`src/design/dsiho_pkg.sv`:
```
package dsiho_pkg;

  // ==========================================================
  // Core widths
  // ==========================================================
  localparam int unsigned INSTR_W = 16;
  localparam int unsigned DATA_W  = 4;
  localparam int unsigned RADDR_W = 7;
  localparam int unsigned WAKE_W  = 4;
  localparam int unsigned STEP_W  = 2;

  // ==========================================================
  // Opcode patterns (upper nine bits above the address field)
  // ==========================================================
  localparam logic [8:0] OP_DEC_HI   = 9'h095;
  localparam logic [8:0] OP_DECREMENT_SKIP_ZERO_OP_HI  = 9'h090;
  localparam logic [8:0] OP_DECREMENT_SKIP_NONZERO_OP_HI = 9'h091;

  // Full-word codes of the operand-free instructions
  localparam logic [15:0] OP_INTERRUPT_DISABLE_OP = 16'h4C00;
  localparam logic [15:0] OP_EN_INT  = 16'h4C01;
  localparam logic [15:0] OP_HOLD    = 16'h4C02;
  localparam logic [15:0] OP_RTN     = 16'h4C03;

  // ==========================================================
  // Program counter steps
  // ==========================================================
  localparam logic [1:0] PC_STEP_NONE = 2'h0;
  localparam logic [1:0] PC_STEP_ONE  = 2'h1;
  localparam logic [1:0] PC_STEP_TWO  = 2'h2;

  // ==========================================================
  // APB register map (byte addresses)
  // ==========================================================
  localparam logic [7:0] REG_WAKE_CTRL = 8'h00;
  localparam logic [7:0] REG_STATUS    = 8'h04;

  // Status field positions
  localparam int unsigned ST_ACC_LSB = 0;
  localparam int unsigned ST_CF_BIT  = 4;
  localparam int unsigned ST_ZF_BIT  = 5;
  localparam int unsigned ST_GIE_BIT = 6;
  localparam int unsigned ST_HOLD_BIT = 7;
  localparam int unsigned ST_RES_BIT = 8;
  localparam int unsigned ST_ISR_BIT = 9;

  // Reset values
  localparam logic [3:0]  WAKE_CTRL_RST = 4'h0;
  localparam logic [31:0] RDATA_ZERO    = 32'h0000_0000;

  // ==========================================================
  // Decoded operation classes
  // ==========================================================
  typedef enum logic [2:0] {
    DSIHO_OP_NONE  = 3'b000,
    DSIHO_OP_DEC   = 3'b001,
    DSIHO_OP_DECREMENT_SKIP_ZERO_OP  = 3'b010,
    DSIHO_OP_DECREMENT_SKIP_NONZERO_OP = 3'b011,
    DSIHO_OP_DIS   = 3'b100,
    DSIHO_OP_EN    = 3'b101,
    DSIHO_OP_HOLD  = 3'b110,
    DSIHO_OP_RTN   = 3'b111
  } dsiho_op_t;

  // Power state of the core
  typedef enum logic [1:0] {
    DSIHO_RUN  = 2'b00,
    DSIHO_HOLD = 2'b01,
    DSIHO_ISR  = 2'b10
  } dsiho_state_t;

endpackage

```
`src/design/dsiho_core.sv`:
```
// Local design decisions: register access over APB and the register offsets.
`timescale 1ns/1ps
// Functional notes
// - Decrement memory word into ACC and memory
// - Nonzero-skip decrement: result nonzero, PC plus two
// - Zero-skip decrement: result zero, PC plus two
// - Bit above address selects zero/nonzero skip
// - Interrupt disable clears global enable
// - Interrupt enable sets global enable
// - Hold entered; accepted interrupt leaves it
// - Enabled wake condition also leaves hold
// - Return after hold-waking interrupt re-enters hold
module dsiho_core
  import dsiho_pkg::*;
(
  input  wire logic                          pclk,
  input  wire logic                          presetn,
  // APB slave
  input  wire logic                          psel,
  input  wire logic                          penable,
  input  wire logic                          pwrite,
  input  wire logic [7:0]                    paddr,
  input  wire logic [31:0]                   pwdata,
  output logic      [31:0]                   prdata,
  output logic                               pready,
  output logic                               pslverr,
  // Instruction path
  input  wire logic                          instr_valid,
  input  wire logic [dsiho_pkg::INSTR_W-1:0] instr_word,
  input  wire logic [dsiho_pkg::DATA_W-1:0]  ram_rdata,
  output logic                               ram_we,
  output logic      [dsiho_pkg::RADDR_W-1:0] ram_waddr,
  output logic      [dsiho_pkg::DATA_W-1:0]  ram_wdata,
  output logic      [dsiho_pkg::DATA_W-1:0]  acc,
  output logic                               carry_flag,
  output logic                               zero_flag,
  output logic      [dsiho_pkg::STEP_W-1:0]  pc_step,
  // Interrupt and power
  input  wire logic                          irq_pending,
  input  wire logic [dsiho_pkg::WAKE_W-1:0]  wake_events,
  output logic                               irq_take,
  output logic                               gie,
  output logic                               hold_active
);

  import dsiho_pkg::*;

  // ==========================================================
  // Declarations
  // ==========================================================
  dsiho_state_t               state_q;
  dsiho_state_t               state_d;
  dsiho_op_t                  op;
  logic [DATA_W-1:0]          dec_res;
  logic                       dec_zero;
  logic                       dec_borrow;
  logic                       exec;
  logic                       take;
  logic                       wake;
  logic [WAKE_W-1:0]          hold_release_enable_flags_q;
  logic                       apb_acc;
  logic                       apb_wr;
  logic                       apb_rd;
  logic [31:0]                status_word;

  // ==========================================================
  // Functions
  // ==========================================================
  // Classify an instruction word
  function automatic dsiho_op_t decode_op(input logic [INSTR_W-1:0] w);
    dsiho_op_t r;
    r = DSIHO_OP_NONE;
    if (w[15:7] == OP_DEC_HI)
    begin
      r = DSIHO_OP_DEC;
    end
    else if (w[15:7] == OP_DECREMENT_SKIP_ZERO_OP_HI)
    begin
      r = DSIHO_OP_DECREMENT_SKIP_ZERO_OP;
    end
    else if (w[15:7] == OP_DECREMENT_SKIP_NONZERO_OP_HI)
    begin
      r = DSIHO_OP_DECREMENT_SKIP_NONZERO_OP;
    end
    else if (w == OP_INTERRUPT_DISABLE_OP)
    begin
      r = DSIHO_OP_DIS;
    end
    else if (w == OP_EN_INT)
    begin
      r = DSIHO_OP_EN;
    end
    else if (w == OP_HOLD)
    begin
      r = DSIHO_OP_HOLD;
    end
    else if (w == OP_RTN)
    begin
      r = DSIHO_OP_RTN;
    end
    return r;
  endfunction

  // True for the three decrementing forms
  function automatic logic is_dec(input dsiho_op_t o);
    return (o == DSIHO_OP_DEC) || (o == DSIHO_OP_DECREMENT_SKIP_ZERO_OP) || (o == DSIHO_OP_DECREMENT_SKIP_NONZERO_OP);
  endfunction

  // ==========================================================
  // Decode and arithmetic
  // ==========================================================
  // Instructions are refused while the core is held
  assign exec       = instr_valid && (state_q != DSIHO_HOLD);
  assign op         = decode_op(instr_word);
  assign dec_res    = ram_rdata - 4'h1;
  assign dec_zero   = (dec_res == 4'h0);
  assign dec_borrow = (ram_rdata == 4'h0);

  // Interrupt acceptance and wake detection
  assign take = gie && irq_pending && (instr_valid || (state_q == DSIHO_HOLD));
  assign wake = |(wake_events & hold_release_enable_flags_q);

  // ==========================================================
  // Power state
  // ==========================================================
  // Next power state
  always_comb
  begin
    state_d = state_q;
    unique case (state_q)
      DSIHO_RUN:
      begin
        if (exec && (op == DSIHO_OP_HOLD))
        begin
          state_d = DSIHO_HOLD;
        end
      end
      DSIHO_HOLD:
      begin
        if (take)
        begin
          state_d = DSIHO_ISR;
        end
        else if (wake)
        begin
          state_d = DSIHO_RUN;
        end
      end
      DSIHO_ISR:
      begin
        if (exec && ((op == DSIHO_OP_RTN) || (op == DSIHO_OP_HOLD)))
        begin
          state_d = DSIHO_HOLD;
        end
      end
      default:
      begin
        state_d = DSIHO_RUN;
      end
    endcase
  end

  // State register
  always_ff @(posedge pclk or negedge presetn)
  begin
    if (!presetn)
    begin
      state_q <= DSIHO_RUN;
    end
    else
    begin
      state_q <= state_d;
    end
  end

  // Outputs of the power state
  always_ff @(posedge pclk or negedge presetn)
  begin
    if (!presetn)
    begin
      hold_active <= 1'b0;
      irq_take    <= 1'b0;
    end
    else
    begin
      hold_active <= (state_d == DSIHO_HOLD);
      irq_take    <= take;
    end
  end

  // ==========================================================
  // Global interrupt enable
  // ==========================================================
  always_ff @(posedge pclk or negedge presetn)
  begin
    if (!presetn)
    begin
      gie <= 1'b0;
    end
    else if (exec && (op == DSIHO_OP_DIS))
    begin
      gie <= 1'b0;
    end
    else if (exec && (op == DSIHO_OP_EN))
    begin
      gie <= 1'b1;
    end
  end

  // ==========================================================
  // Accumulator, flags and memory write-back
  // ==========================================================
  always_ff @(posedge pclk or negedge presetn)
  begin
    if (!presetn)
    begin
      acc        <= 4'h0;
      carry_flag <= 1'b0;
      zero_flag  <= 1'b0;
    end
    else if (exec && is_dec(op))
    begin
      acc        <= dec_res;
      carry_flag <= ~dec_borrow;
      zero_flag  <= dec_zero;
    end
  end

  // One-cycle memory write of the decremented word
  always_ff @(posedge pclk or negedge presetn)
  begin
    if (!presetn)
    begin
      ram_we    <= 1'b0;
      ram_waddr <= 7'h00;
      ram_wdata <= 4'h0;
    end
    else
    begin
      ram_we <= exec && is_dec(op);
      if (exec && is_dec(op))
      begin
        ram_waddr <= instr_word[RADDR_W-1:0];
        ram_wdata <= dec_res;
      end
    end
  end

  // ==========================================================
  // Program counter step
  // ==========================================================
  always_ff @(posedge pclk or negedge presetn)
  begin
    if (!presetn)
    begin
      pc_step <= PC_STEP_NONE;
    end
    else if (!exec)
    begin
      pc_step <= PC_STEP_NONE;
    end
    else if ((op == DSIHO_OP_DECREMENT_SKIP_ZERO_OP) && dec_zero)
    begin
      pc_step <= PC_STEP_TWO;
    end
    else if ((op == DSIHO_OP_DECREMENT_SKIP_NONZERO_OP) && !dec_zero)
    begin
      pc_step <= PC_STEP_TWO;
    end
    else
    begin
      pc_step <= PC_STEP_ONE;
    end
  end

  // ==========================================================
  // APB slave, one wait state
  // ==========================================================
  assign apb_acc = psel && penable && !pready;
  assign apb_wr  = psel && penable && pready && pwrite;
  assign apb_rd  = apb_acc && !pwrite;

  // Status view of the core
  always_comb
  begin
    status_word = RDATA_ZERO;
    status_word[ST_ACC_LSB +: DATA_W] = acc;
    status_word[ST_CF_BIT]   = carry_flag;
    status_word[ST_ZF_BIT]   = zero_flag;
    status_word[ST_GIE_BIT]  = gie;
    status_word[ST_HOLD_BIT] = hold_active;
    status_word[ST_RES_BIT]  = (state_q == DSIHO_ISR);     // Entered from hold
    status_word[ST_ISR_BIT]  = (state_q == DSIHO_ISR);
  end

  // Handshake and read data
  always_ff @(posedge pclk or negedge presetn)
  begin
    if (!presetn)
    begin
      pready  <= 1'b0;
      pslverr <= 1'b0;
      prdata  <= RDATA_ZERO;
    end
    else
    begin
      pready  <= apb_acc;
      pslverr <= apb_acc && (paddr != REG_WAKE_CTRL) && (paddr != REG_STATUS);
      if (apb_rd && (paddr == REG_WAKE_CTRL))
      begin
        prdata <= {28'h0000000, hold_release_enable_flags_q};
      end
      else if (apb_rd && (paddr == REG_STATUS))
      begin
        prdata <= status_word;
      end
      else
      begin
        prdata <= RDATA_ZERO;
      end
    end
  end

  // Wake enable register
  always_ff @(posedge pclk or negedge presetn)
  begin
    if (!presetn)
    begin
      hold_release_enable_flags_q <= WAKE_CTRL_RST;
    end
    else if (apb_wr && (paddr == REG_WAKE_CTRL))
    begin
      hold_release_enable_flags_q <= pwdata[WAKE_W-1:0];
    end
  end

endmodule

```
`config.mk`:
```
export PLATFORM = sky130hd
export DESIGN_NAME = dsiho_core
export DESIGN_NICKNAME = d
export VERILOG_FILES = /design/src/design/dsiho_pkg.sv /design/src/design/dsiho_core.sv
export SDC_FILE = /design/constraint.sdc
export NUM_CORES = 1
export LEC_CHECK = 0
export BUFFER_PORTS_ARGS = -buffer_cell sky130_fd_sc_hd__buf_2
export CAP_MARGIN = 20
export CORE_UTILIZATION = 37
export DETAILED_ROUTE_END_ITERATION = 10
export HOLD_SLACK_MARGIN = 0.08
export PLACE_DENSITY = 0.85
export SLEW_MARGIN = 20
export SYNTH_ARGS = -nofsm -noshare
export SYNTH_HDL_FRONTEND = slang
export SYNTH_SLANG_ARGS = --single-unit
```
`constraint.sdc`:
```
create_clock -name pclk -period 1.79 [get_ports pclk]
set_input_delay 0.0895 -clock pclk [delete_from_list [all_inputs] [get_ports pclk]]
set_output_delay 0.0895 -clock pclk [all_outputs]
set_load 0.02 [all_outputs]
```
-- Word level (Yosys, flattened, before mapping)
Cells that the tools add are included.
- register bits after elaboration: 59
- output and inout port bits: 57
- input port bits: 71
- bitwise logic cells: 2
- muxes and demuxes: 19
- reductions and logical operators: 34
- equality and inequality tests: 20
- $add $sub $neg: 1
- operators by type and width (kind ; number):
    16-bit by 15-bit == test with 1-bit output (second input constant) ; 4
    9-bit by 8-bit == test with 1-bit output (second input constant) ; 3
    3-bit two-way mux ; 7
    1-bit logical AND ; 20
    10-bit two-way mux ; 2
    2-bit two-way mux ; 7
    3-bit == test (second input constant) ; 4
    8-bit by 3-bit == test with 1-bit output (second input constant) ; 1
    4-bit zero test ; 2
    8-bit zero test ; 1
    8-bit by 3-bit inequality test with 1-bit output (second input constant) ; 1
    8-bit nonzero test ; 1
    3-bit by 2-bit == test with 1-bit output (second input constant) ; 2
    2-bit case mux with 3 select lines ; 1
    4-bit bitwise AND ; 1
    2-bit by 1-bit == test with 1-bit output (second input constant) ; 2
    1-bit logical OR ; 4
    4-bit OR reduction ; 1
    4-bit by 1-bit subtractor with 4-bit output (second input constant) ; 1
    3-bit by 1-bit == test with 1-bit output (second input constant) ; 1
    1-bit zero test ; 3
    2-bit == test (second input constant) ; 1
    2-bit zero test ; 1
    1-bit two-way mux ; 2
    3 further kinds ; 3

-- Longest topological paths before layout
Gate-level depths: netlist (run 1).
- depth after elaboration: 14
- gate-level depth with buffers: 6
- mapped depth without buffers: 6

-- Least setup slack after synthesis (run 1)
OpenSTA, ideal clock, no wires.
- path kind: register to register
- from: register state_q[1]
- to: register ram_waddr[4] (netlist name)
- period minus slack after synthesis: 1.683 ns
- setup slack: 0.107 ns
- cell stages (with the launch flop): 7
- path buffers: 2
- required time: 1.665 ns
- arrival: 1.558 ns
- cell sequence: dfrtp_1 nand2b_1 nand2_1 and4b_1 clkbuf_1 buf_4 mux2_2
- word-level cells in the longest chain between the ends: 3
- RTL lines (element ; RTL line ; RTL):
    from (decl) ; dsiho_core.sv:51 ; dsiho_state_t state_q;
    from (signal assigned) ; dsiho_core.sv:172 ; state_q <= state_d;
    2-bit by 1-bit inequality test with 1-bit output ; dsiho_core.sv:113 ; assign exec = instr_valid && (state_q != DSIHO_HOLD);
    1-bit logical AND ; dsiho_core.sv:113 ;
    1-bit logical AND ; dsiho_core.sv:241 ; if (exec && is_dec(op))
    to (signal assigned) ; dsiho_core.sv:243 ; ram_waddr <= instr_word[RADDR_W-1:0];
    to (decl) ; dsiho_core.sv:32 ; output logic [dsiho_pkg::RADDR_W-1:0] ram_waddr,
Every way passes these cells.
A chain may end at the register's enable or synchronous reset.

-- Worst setup path in the final report (run 1)
- from: input instr_word[3] (netlist name)
- to: register gie
- word-level cells in the longest chain between the ends: 11
- elaborated cells between the ends (all ways): 17
- classes of those cells: eq/ne: 6; mux: 8; reduce/logical: 3
- RTL lines (element ; RTL line ; RTL):
    from (decl) ; dsiho_core.sv:29 ; input wire logic [dsiho_pkg::INSTR_W-1:0] instr_word,
    16-bit by 15-bit == test with 1-bit output ; dsiho_core.sv:97 ; else if (w == OP_RTN)
    3-bit two-way mux ; dsiho_core.sv:97 ;
    3-bit two-way mux ; dsiho_core.sv:93 ; else if (w == OP_HOLD)
    3-bit two-way mux ; dsiho_core.sv:89 ; else if (w == OP_EN_INT)
    3-bit two-way mux (*) ; dsiho_core.sv:85 ; else if (w == OP_INTERRUPT_DISABLE_OP)
    3-bit two-way mux (*) ; dsiho_core.sv:81 ; else if (w[15:7] == OP_DECREMENT_SKIP_NONZERO_OP_HI)
    3-bit two-way mux (*) ; dsiho_core.sv:77 ; else if (w[15:7] == OP_DECREMENT_SKIP_ZERO_OP_HI)
    3-bit two-way mux (*) ; dsiho_core.sv:73 ; if (w[15:7] == OP_DEC_HI)
    3-bit == test, on equally long branches ; dsiho_core.sv:200, dsiho_core.sv:204 ;
    1-bit logical AND, on equally long branches ; dsiho_core.sv:200, dsiho_core.sv:204 ;
    1-bit two-way mux / 2-bit nonzero test (equally long branches) ; - ;
    to (signal assigned) ; dsiho_core.sv:198 ; gie <= 1'b0;
    to (signal assigned) ; dsiho_core.sv:202 ; gie <= 1'b0;
    to (signal assigned) ; dsiho_core.sv:206 ; gie <= 1'b1;
    to (decl) ; dsiho_core.sv:42 ; output logic gie,
Every way passes the cells marked *; elsewhere a longest branch is shown, timed or not.

==> results.txt, run 1 <==
Min Clock Period, post-route = 1.799 ns
placed wire-length estimate = 2.880 mm
Setup TNS Final = -0.009020 ns
Core Region = 0.004755 mm²
fillers = 437
Peak VDD IR = 0.0002838 V
# diodes = 0
antenna violations before repair = 0
largest net degree at the start of global routing = 37
Final setup viols = 1
Die W = 72.53 µm
Yosys warning total = 0
Tcrit/Tclk final = 100.5%
Area Growth Syn to Fin = 33.04%
Sequential cell area = 900.9 µm²
main combinational cell family by area after synthesis = simple AND/OR/NAND/NOR gates
Finished Cell Area = 0.002449 mm²
Starting Density = 38.71%
Via Count = 1,427
# rows = 25
Simple-Gate Fraction of Synth Area = 17.13%
post-DR wirelength/cell = 12.18 µm
clock slew at reported path FFs = 0.07 ns
Synth Register Bits = 36
H-tree depth = 2
first-pass GRT wire length = 5.865 mm
sequential element share of the synthesized area = 48.95%
final cell count without fillers = 315
die height = 72.53 µm
clk root buf = clkbuf_8
post-CTS setup buffers = 0
Post-Syn Area = 0.001841 mm²
DRT met1 WL = 1.515 mm
Adder-Cell Fraction of Synth Area = 2.039%
DRT Wirelength = 3.836 mm
post-synthesis cell type count = 38
final antenna-violating net count = 0
xor and xnor area share after synthesis = 1.428%
most common cell after layout, fill and taps aside = buf_2
WL met3 = 225 µm
post-synthesis compound-gate area fraction = 5.710%
Nets = 321
critical path type = in -> reg
fin. max-slew vios = 0
latest clock arrival within the worst-skew pair = 0.28 ns
max_slew headroom = 47.91%
mux contribution to synthesized area = 11.42%
CTS tree = done
Setup Skew = 0.001637 ns
Hold WC Path Type = in -> reg
Worst-Margin Slew = 0.7813 ns
Max-cap violations = 0
CP startpoint kind = input pin
Pre-Repair DR Iteration Count = 4
Final GP Congestion = 0.7272
Cells after Synth = 154
vias in the first global route = 1,317
1st-iter DRT viols = 61
Pwr Density = 688.6 mW/mm²
Multi-input gate area = 800.8 µm²
dpl cells = 294
DRC viols = 0
slowest CP cell = dlygate4sd3_1
crit-path cells = dlygate4sd3_1 -> buf_2 -> nor4b_1 -> nand4_1 -> nor4_2 -> mux2_2
total gr overflow = 0
Final WS setup = -0.009020 ns
Crit. End Element = register
worst path required time = 1.96 ns
CP peak stage delay = 0.55 ns
CTS max path bufs = 2
Mapped Avg Cell Area = 11.95 µm²
outcome = finished, violations left
layout cell share with drive strength beyond 1 = 46.77%
IO Port Bufs = 77
crit path DAT = 1.97 ns
Top-Level Pins = 128
Highest Signal Layer = met4
final hold violation count = 0
die area = 0.005261 mm²
placed cell areas = 0.002207 mm²
Vias per Instance = 4.530
crit path max fanout = 2
Buf+Inv Stages, Crit Path = 2
TritonCTS Buffers = 5
Fmax achieved = 555.9 MHz
violated checks = negative setup slack
Num Clock Sinks = 36
met2 wire length = 2.062 mm
Lkg Pwr = 0.001354 µW
gr usage total = 14.96%
Fin Hold WS = 0.09268 ns
most frequent cells in the layout = 77 x buf_2, 36 x dfrtp_1, 22 x conb_1
delay-heaviest family, CP = simple AND/OR/NAND/NOR gates
==> power by group <==
| group | total, µW | switching [µW] | leakage, µW | internal, µW |
|---|---|---|---|---|
| clock | 557 | 287 | 0.0000479 | 271 |
| combinational | 273 | 167 | 0.000820 | 107 |
| sequential | 855 | 16.4 | 0.000487 | 839 |
| total | 1690 | 470 | 0.00135 | 1220 |
==> worst register-to-register path: stages (launching register included) <==
cell	delay [ns]
dfrtp_1	0.38
nand2b_1	0.19
nand2_1	0.17
and4b_1	0.32
buf_4	0.18
mux2_2	0.35
==> final timing paths <==
kind                               start            to  slack [ns]  cells past startpoint
hold / removal                   penable        pready        0.09                      3
max in group asynchronous        presetn  ram_waddr[5]        0.88                      2
min in group asynchronous        presetn     prdata[4]        0.42                      2
setup reg to reg              state_q[1]    carry_flag        0.08                      5
hold reg to reg              hold_active     prdata[7]        0.48                      1
setup / recovery           instr_word[3]           gie      -0.009                      6
==> cell usage after synthesis (all sizes together) <==
cell type	instances	area, µm²
a211o	2	17.52
a21oi	2	10.01
a22o	4	35.03
a22oi	2	15.01
a31oi	1	6.260
a41o	1	10.01
and2	5	31.28
and3	1	7.510
and3b	1	10.01
and4b	4	40.04
buf	29	215.2
clkbuf	1	3.750
conb	1	3.750
dfrtp	36	900.9
ha	3	37.54
inv	6	22.52
mux2	16	180.2
mux2i	3	30.03
nand2	3	11.26
nand2b	4	25.02
nand3b	1	7.510
nand4	2	12.51
nor2	3	11.26
nor2b	2	12.51
nor3	3	15.01
nor3b	4	41.29
nor4	4	40.04
nor4b	3	32.53
o21ai	1	5.000
o22ai	1	6.260
or3	1	6.260
or4	1	11.26
xnor2	1	8.760
xor2	2	17.52
==> layout make-up <==
type | count | area share, %
Tap cell | 67 | 3.424
Inverter | 6 | 0.9198
Multi-Input combinational cell | 103 | 32.70
Clock buffer | 5 | 2.810
Timing Repair Buffer | 95 | 22.59
Clock inverter | 3 | 0.7665
Sequential cell | 36 | 36.79
==> timing repair <==
item,4_1_cts,5_1_grt
endpoints found under the setup margin,0,3
hold buffers,13,0
endpoints found under the hold margin,47,0
resized for setup,0,4
==> metal layers <==
metal | track usage, % | vias up
met1 | 17.13 | 679
met4 | 5.664 | 0
li1 | - | 689
met2 | 25.13 | 55
met3 | 5.972 | 4
met5 | 0 | -
==> sequential cells by signal, indices dropped and copies added, names as in the netlist <==
| signal | flops |
|---|---|
| ram_waddr | 7 |
| pslverr | 1 |
| irq_take | 1 |
| state_q | 2 |
| ram_wdata | 4 |
| ram_we | 1 |
| pready | 1 |
| carry_flag | 1 |
| gie | 1 |
| prdata | 9 |
| hold_active | 1 |
| hold_release_enable_flags_q | 4 |
| pc_step | 2 |
| zero_flag | 1 |
==> cell families after synthesis <==
logic type               count (synthesis)
AND/OR/NAND/NOR                         42
adder cells (fa/ha/maj)                  3
AO/OA/AOI/OAI                           14
XOR/XNOR                                 3
multiplexers                            19
other                                    1
flip-flops                              36
buffers and inverters                   36
==> through the flow <==
stage	power (µW)	util (%)	setup slack (ns)
floorplan	1049	-	0.1074
global placement	1116	46.42	0.1239
detailed placement	1123	46.42	0.07861
CTS	1700	51.00	0.03836
global route	1766	51.50	-0.05506
finish	1686	51.50	-0.009020
(Power assumes the default switching activity.)
==> inputs of run 2 (changes only) <==
CORE_UTILIZATION = 38   (was 37)
CTS_BUF_LIST = sky130_fd_sc_hd__clkbuf_8   (was unset)
PLACE_DENSITY = 0.87   (was 0.85)
==> results.txt, run 2 (synthesis results as in run 1) <==
die area = 0.005126 mm² (-2.6%)
Die W = 71.60 µm (-1.3%)
IO Port Bufs = 77 (unchanged)
DRT Wirelength = 3.953 mm (+3.1%)
Nets = 321 (unchanged)
Fin Hold WS = 0.09840 ns (+0.005720 ns)
Tcrit/Tclk final = 97.58% (-2.9 points)
hold path cells = 3 (unchanged)
Setup Skew = 0.004986 ns (+0.003349 ns)
CP startpoint kind = input pin
Top-Level Pins = 128 (unchanged)
CTS max path bufs = 2 (unchanged)
DRC viols = 0 (unchanged)
max_slew headroom = 48.08% (+0.17 points)
register share of total power = 46.8% (-3.9 points)
vias in the first global route = 1,359 (+3.2%)
layout cell share with drive strength beyond 1 = 45.97% (-0.81 points)
crit path max fanout = 2 (unchanged)
Starting Density = 40.86% (+2.2 points)
Largest register FFs = 9 (unchanged)
post-CTS setup buffers = 0 (unchanged)
die height = 71.60 µm (-1.3%)
Final GP Congestion = 0.7525 (+3.5%)
Max-cap violations = 0 (unchanged)
Pwr Total = 1827 µW (+8.4%)
Setup TNS Final = 0 ns (+0.009020 ns)
final cell count without fillers = 301 (-4.4%)
switching fraction of total power = 25.64% (-2.2 points)
outcome = completed
1st-iter DRT viols = 30 (-51%)
clock slew at reported path FFs = 0.07 ns (about the same)
clock group share of total power = 38.1% (+5.0 points)
placed wire-length estimate = 2.955 mm (+2.6%)
dpl cells = 279 (-5.1%)
combinational power share = 15.1% (-1.1 points)
RSZ-0062 raised after global routing = false
Top reg by flops = prdata
Lkg Pwr = 0.001361 µW (+0.53%)
DRT met1 WL = 1.553 mm (+2.5%)
Highest Signal Layer = met4
dpl ws = 0.07854 ns (-0.00007350 ns)
Min Clock Period, post-route = 1.747 ns (-0.05233 ns)
Final setup viols = 0 (-1)
TritonCTS Buffers = 5 (unchanged)
Crit. End Element = register
reg-to-reg slack, setup = 0.18 ns (+0.10 ns)
Worst-Margin Slew = 0.7787 ns (-0.002547 ns)
largest net degree at the start of global routing = 37 (unchanged)
Fmax achieved = 572.5 MHz (+3.0%)
Pwr Density = 743.6 mW/mm² (+8.0%)
critical path type = in -> reg
Pre-Repair DR Iteration Count = 4 (unchanged)
most common cell after layout, fill and taps aside = buf_2
post-DR wirelength/cell = 13.13 µm (+7.8%)
Peak VDD IR = 0.0002948 V (+3.9%)
# rows = 24 (-4.0%)
Area Growth Syn to Fin = 33.51%
met2 wire length = 2.079 mm (+0.82%)
H-tree depth = 2 (unchanged)
first-pass GRT wire length = 6.099 mm (+4.0%)
most frequent cells in the layout = 77 x buf_2, 36 x dfrtp_1, 22 x conb_1
Num Clock Sinks = 36 (unchanged)
Via Count = 1,412 (-1.1%)
antenna violations before repair = 0 (unchanged)
fin. max-slew vios = 0 (unchanged)
worst r2r path cells = 5 (unchanged)
CTS tree = done
final antenna-violating net count = 0 (unchanged)
Core Region = 0.004504 mm² (-5.3%)
total gr overflow = 0 (unchanged)
WL met3 = 254 µm (+13%)
Int Pwr = 1359 µW (+12%)
latest clock arrival within the worst-skew pair = 0.28 ns (about the same)
final hold violation count = 0 (unchanged)
worst path required time = 1.96 ns (about the same)
Hold WC Path Type = in -> reg
gr usage total = 15.79% (+0.82 points)
crit path DAT = 1.91 ns (-0.06 ns)
Psw = 468.6 µW (-0.26%)
clk root buf = clkbuf_8
Top Registers = prdata x9, ram_waddr x7
Final WS setup = 0.04331 ns (+0.05233 ns)
Vias per Instance = 4.691 (+3.6%)
## run 2: cell type report
type                       count  area [µm²]
multi-input combinational    103       789.5
fill                         392        2047
tap                           52       65.06
timing repair buffer          95       565.5
clock buffer                   5       68.82
sequential                    36       900.9
inverter                       6       22.52
clock inverter                 3       42.54
antenna                        1       2.502
## run 2: path summary, 6_finish.rpt
path,start,endpoint
max in group asynchronous,presetn,hold_release_enable_flags_q[0]
max reg2reg,state_q[1],gie
max,instr_word[4],gie
min reg2reg,ram_waddr[4],ram_waddr[4]
min,penable,pready
min in group asynchronous,presetn,prdata[5]
## run 2: through the flow
stage               cell area, µm²  utilization (%)
finish                        2457            54.56
global route                  2455            54.50
CTS                           2442            54.22
detailed placement            2201            48.86
global placement              2201            48.86
floorplan                     1919                -
## run 2: repair_timing
item / 4_1_cts / 5_1_grt
setup endpoints to repair: 0 / 1
endpoints found under the hold margin: 47 / 0
resized for setup: 0 / 2
hold buffers: 13 / 0
## run 2: per-layer routing
| layer | GRT usage (%) | vias up |
|---|---|---|
| li1 | - | 679 |
| met1 | 18.11 | 666 |
| met2 | 27.51 | 57 |
| met3 | 4.923 | 10 |
| met4 | 6.318 | 0 |
| met5 | 0 | - |
## run 2: power by group through the flow
stage / registers, µW / clock network (µW) / logic [µW]
CTS: 856 / 715 / 276
global route: 858 / 743 / 300
finish: 855 / 696 / 276
detailed placement: 871 / 0 / 254
floorplan: 902 / 0 / 147
global placement: 870 / 0 / 248
## run 2: worst max-delay path, stage by stage
cell           delay [ns]
dlygate4sd3_1        0.54
buf_2                0.13
nor3_1               0.29
nand4_1              0.19
nor4_2               0.30
mux2_2               0.38
==> inputs of run 3 (changes only) <==
--- a/config.mk
+++ b/config.mk
@@ -17,2 +17,3 @@
 export SYNTH_HDL_FRONTEND = slang
 export SYNTH_SLANG_ARGS = --single-unit
+export TNS_END_PERCENT = 30
==> constraint.sdc (replaced) <==
create_clock -name pclk -period 1.79 [get_ports pclk]
set_input_delay 0.179 -clock pclk [delete_from_list [all_inputs] [get_ports pclk]]
set_output_delay 0.179 -clock pclk [all_outputs]
set_load 0.02 [all_outputs]
==> results.txt, run 3 (synthesis results as in run 1) <==
outcome = completed
latest clock arrival within the worst-skew pair = 0.28 ns (about the same)
Pre-Repair DR Iteration Count = 4 (unchanged)
CTS max path bufs = 2 (unchanged)
clock slew at reported path FFs = 0.07 ns (about the same)
fillers = 411 (+4.8%)
DRC viols = 0 (unchanged)
max_slew headroom = 47.49% (-0.60 points)
Peak VDD IR = 0.0003998 V (+36%)
gr usage total = 14.25% (-1.5 points)
worst r2r src = state_q[1]
TritonCTS Buffers = 5 (unchanged)
Sequential cell area = 900.9 µm² (unchanged)
worst reg2reg endpoint = ram_wdata[2]
IO Port Bufs = 77 (unchanged)
placed wire-length estimate = 2.937 mm (-0.61%)
# diodes = 0 (-1)
crit path max fanout = 14 (+12)
Die W = 71.60 µm (unchanged)
worst setup path endpoint = ram_wdata[2]
largest net degree at the start of global routing = 37 (unchanged)
final hold violation count = 0 (unchanged)
Starting Density = 40.86% (unchanged)
layout cell share with drive strength beyond 1 = 47.46% (+1.5 points)
Crit. End Element = register
worst r2r path cells = 5 (unchanged)
Core Region = 0.004504 mm² (unchanged)
most frequent cells in the layout = 77 x buf_2, 36 x dfrtp_1, 22 x conb_1
Num Clock Sinks = 36 (unchanged)
Hold-fix buffers, CTS = 1 (-12)
Max-cap violations = 0 (unchanged)
post-DR wirelength/cell = 12.45 µm (-5.2%)
Resize count post-CTS = 0 (unchanged)
final antenna-violating net count = 0 (unchanged)
RSZ-0062 raised after global routing = false
Top-Level Pins = 128 (unchanged)
CP startpoint kind = register
Min Clock Period, post-route = 1.594 ns (-0.1527 ns)
critical path type = reg -> reg
critical path startpoint = state_q[1]
Tcrit/Tclk final = 89.05% (-8.5 points)
Multi-input gate area = 777.0 µm² (-1.6%)
total gr overflow = 0 (unchanged)
Pwr Density = 778.8 mW/mm² (+4.7%)
die height = 71.60 µm (unchanged)
Fmax achieved = 627.4 MHz (+9.6%)
Worst-Margin Slew = 0.7877 ns (+0.008935 ns)
1st-iter DRT viols = 33 (+10%)
Nets = 309 (-3.7%)
clk root buf = clkbuf_8
Via Count = 1,362 (-3.5%)
crit path DAT = 1.76 ns (-0.15 ns)
die area = 0.005126 mm² (unchanged)
H-tree depth = 2 (unchanged)
worst path required time = 1.95 ns (about the same)
reg-to-reg slack, setup = 0.20 ns (+0.02 ns)
Area Growth Syn to Fin = 25.49%
DRT Wirelength = 3.587 mm (-9.3%)
CTS tree = done
antenna violations before repair = 0 (unchanged)
Vias per Instance = 4.729 (+0.81%)
Setup Skew = 0.003127 ns (-0.001859 ns)
fin. max-slew vios = 0 (unchanged)
Final setup viols = 0 (unchanged)
Hold WC Path Type = in -> reg
Util after Layout = 51.28% (-3.3 points)
most common cell after layout, fill and taps aside = buf_2
vias in the first global route = 1,225 (-9.9%)
Top reg by flops = prdata
Top Registers = prdata x9, ram_waddr x7
post-CTS setup buffers = 0 (unchanged)
Lkg Pwr = 0.001305 µW (-4.2%)
Final GP Congestion = 0.7534 (+0.12%)
Largest register FFs = 9 (unchanged)
# rows = 24 (unchanged)
first-pass GRT wire length = 5.589 mm (-8.4%)
Setup TNS Final = 0 ns (unchanged)
run 3: changes by cell type in the layout (fill, tap and decap cells not counted), sizes merged:
cell         delta
diode           -1
dlygate4sd3    -12
run 3: layout make-up:
| class | count | area share, % |
|---|---|---|
| Sequential cell | 36 | 39.00 |
| Multi-Input combinational cell | 103 | 33.64 |
| Timing Repair Buffer | 83 | 18.74 |
| Clock buffer | 5 | 2.979 |
| Tap cell | 52 | 2.817 |
| Clock inverter | 3 | 1.842 |
| Inverter | 6 | 0.9751 |
run 3: worst min-delay path by stage:
stage | slack, ns | endpoint | startpoint | cells after the start
final | 0.13 | hold_release_enable_flags_q[2] | pwdata[2] | 2
after global routing | 0.13 | hold_release_enable_flags_q[3] | pwdata[3] | 2
after CTS | 0.12 | hold_release_enable_flags_q[2] | pwdata[2] | 2
after detailed placement | 0.30 | prdata[4] | presetn | 1
after global placement | 0.30 | ram_we | presetn | 1
after floorplan | -0.12 | carry_flag | presetn | 0
run 3: power breakdown:
group / switching (µW) / internal, µW / total [µW]
Clock: 278 / 412 / 690
Sequential: 16.3 / 839 / 855
Combinational: 162 / 92.1 / 254
Total: 456 / 1340 / 1800
run 3: metrics by stage:
stage | std cells | power (µW) | hold slack [ns] | instance area, µm² | setup WS, ns
6_report | 288 | 1799 | 0.1324 | 2310 | 0.1960
5_1_grt | 288 | 1874 | 0.1345 | 2310 | 0.09035
4_1_cts | 288 | 1820 | 0.1245 | 2310 | 0.1978
3_5_place_dp | 279 | 1125 | 0.3007 | 2188 | -0.02904
3_3_place_gp | 279 | 1118 | 0.2971 | 2188 | 0.01919
2_1_floorplan | 175 | 1049 | -0.1166 | 1919 | 0.1074
run 3: metal layers:
layer	vias up	global-route usage (%)	part of all wire, %
met2	57	24.76	52
met3	2	5.345	6.7
met1	640	17.21	41
li1	663	-	-
met4	0	2.397	0.36
met5	-	0	0
run 3: worst max-delay path, stage by stage, from the launching register on:
cell and delay [ns]:
dfrtp_1 0.36, nand2b_1 0.19, nand2_1 0.10, and4b_1 0.24, buf_4 0.23, mux2_2 0.36
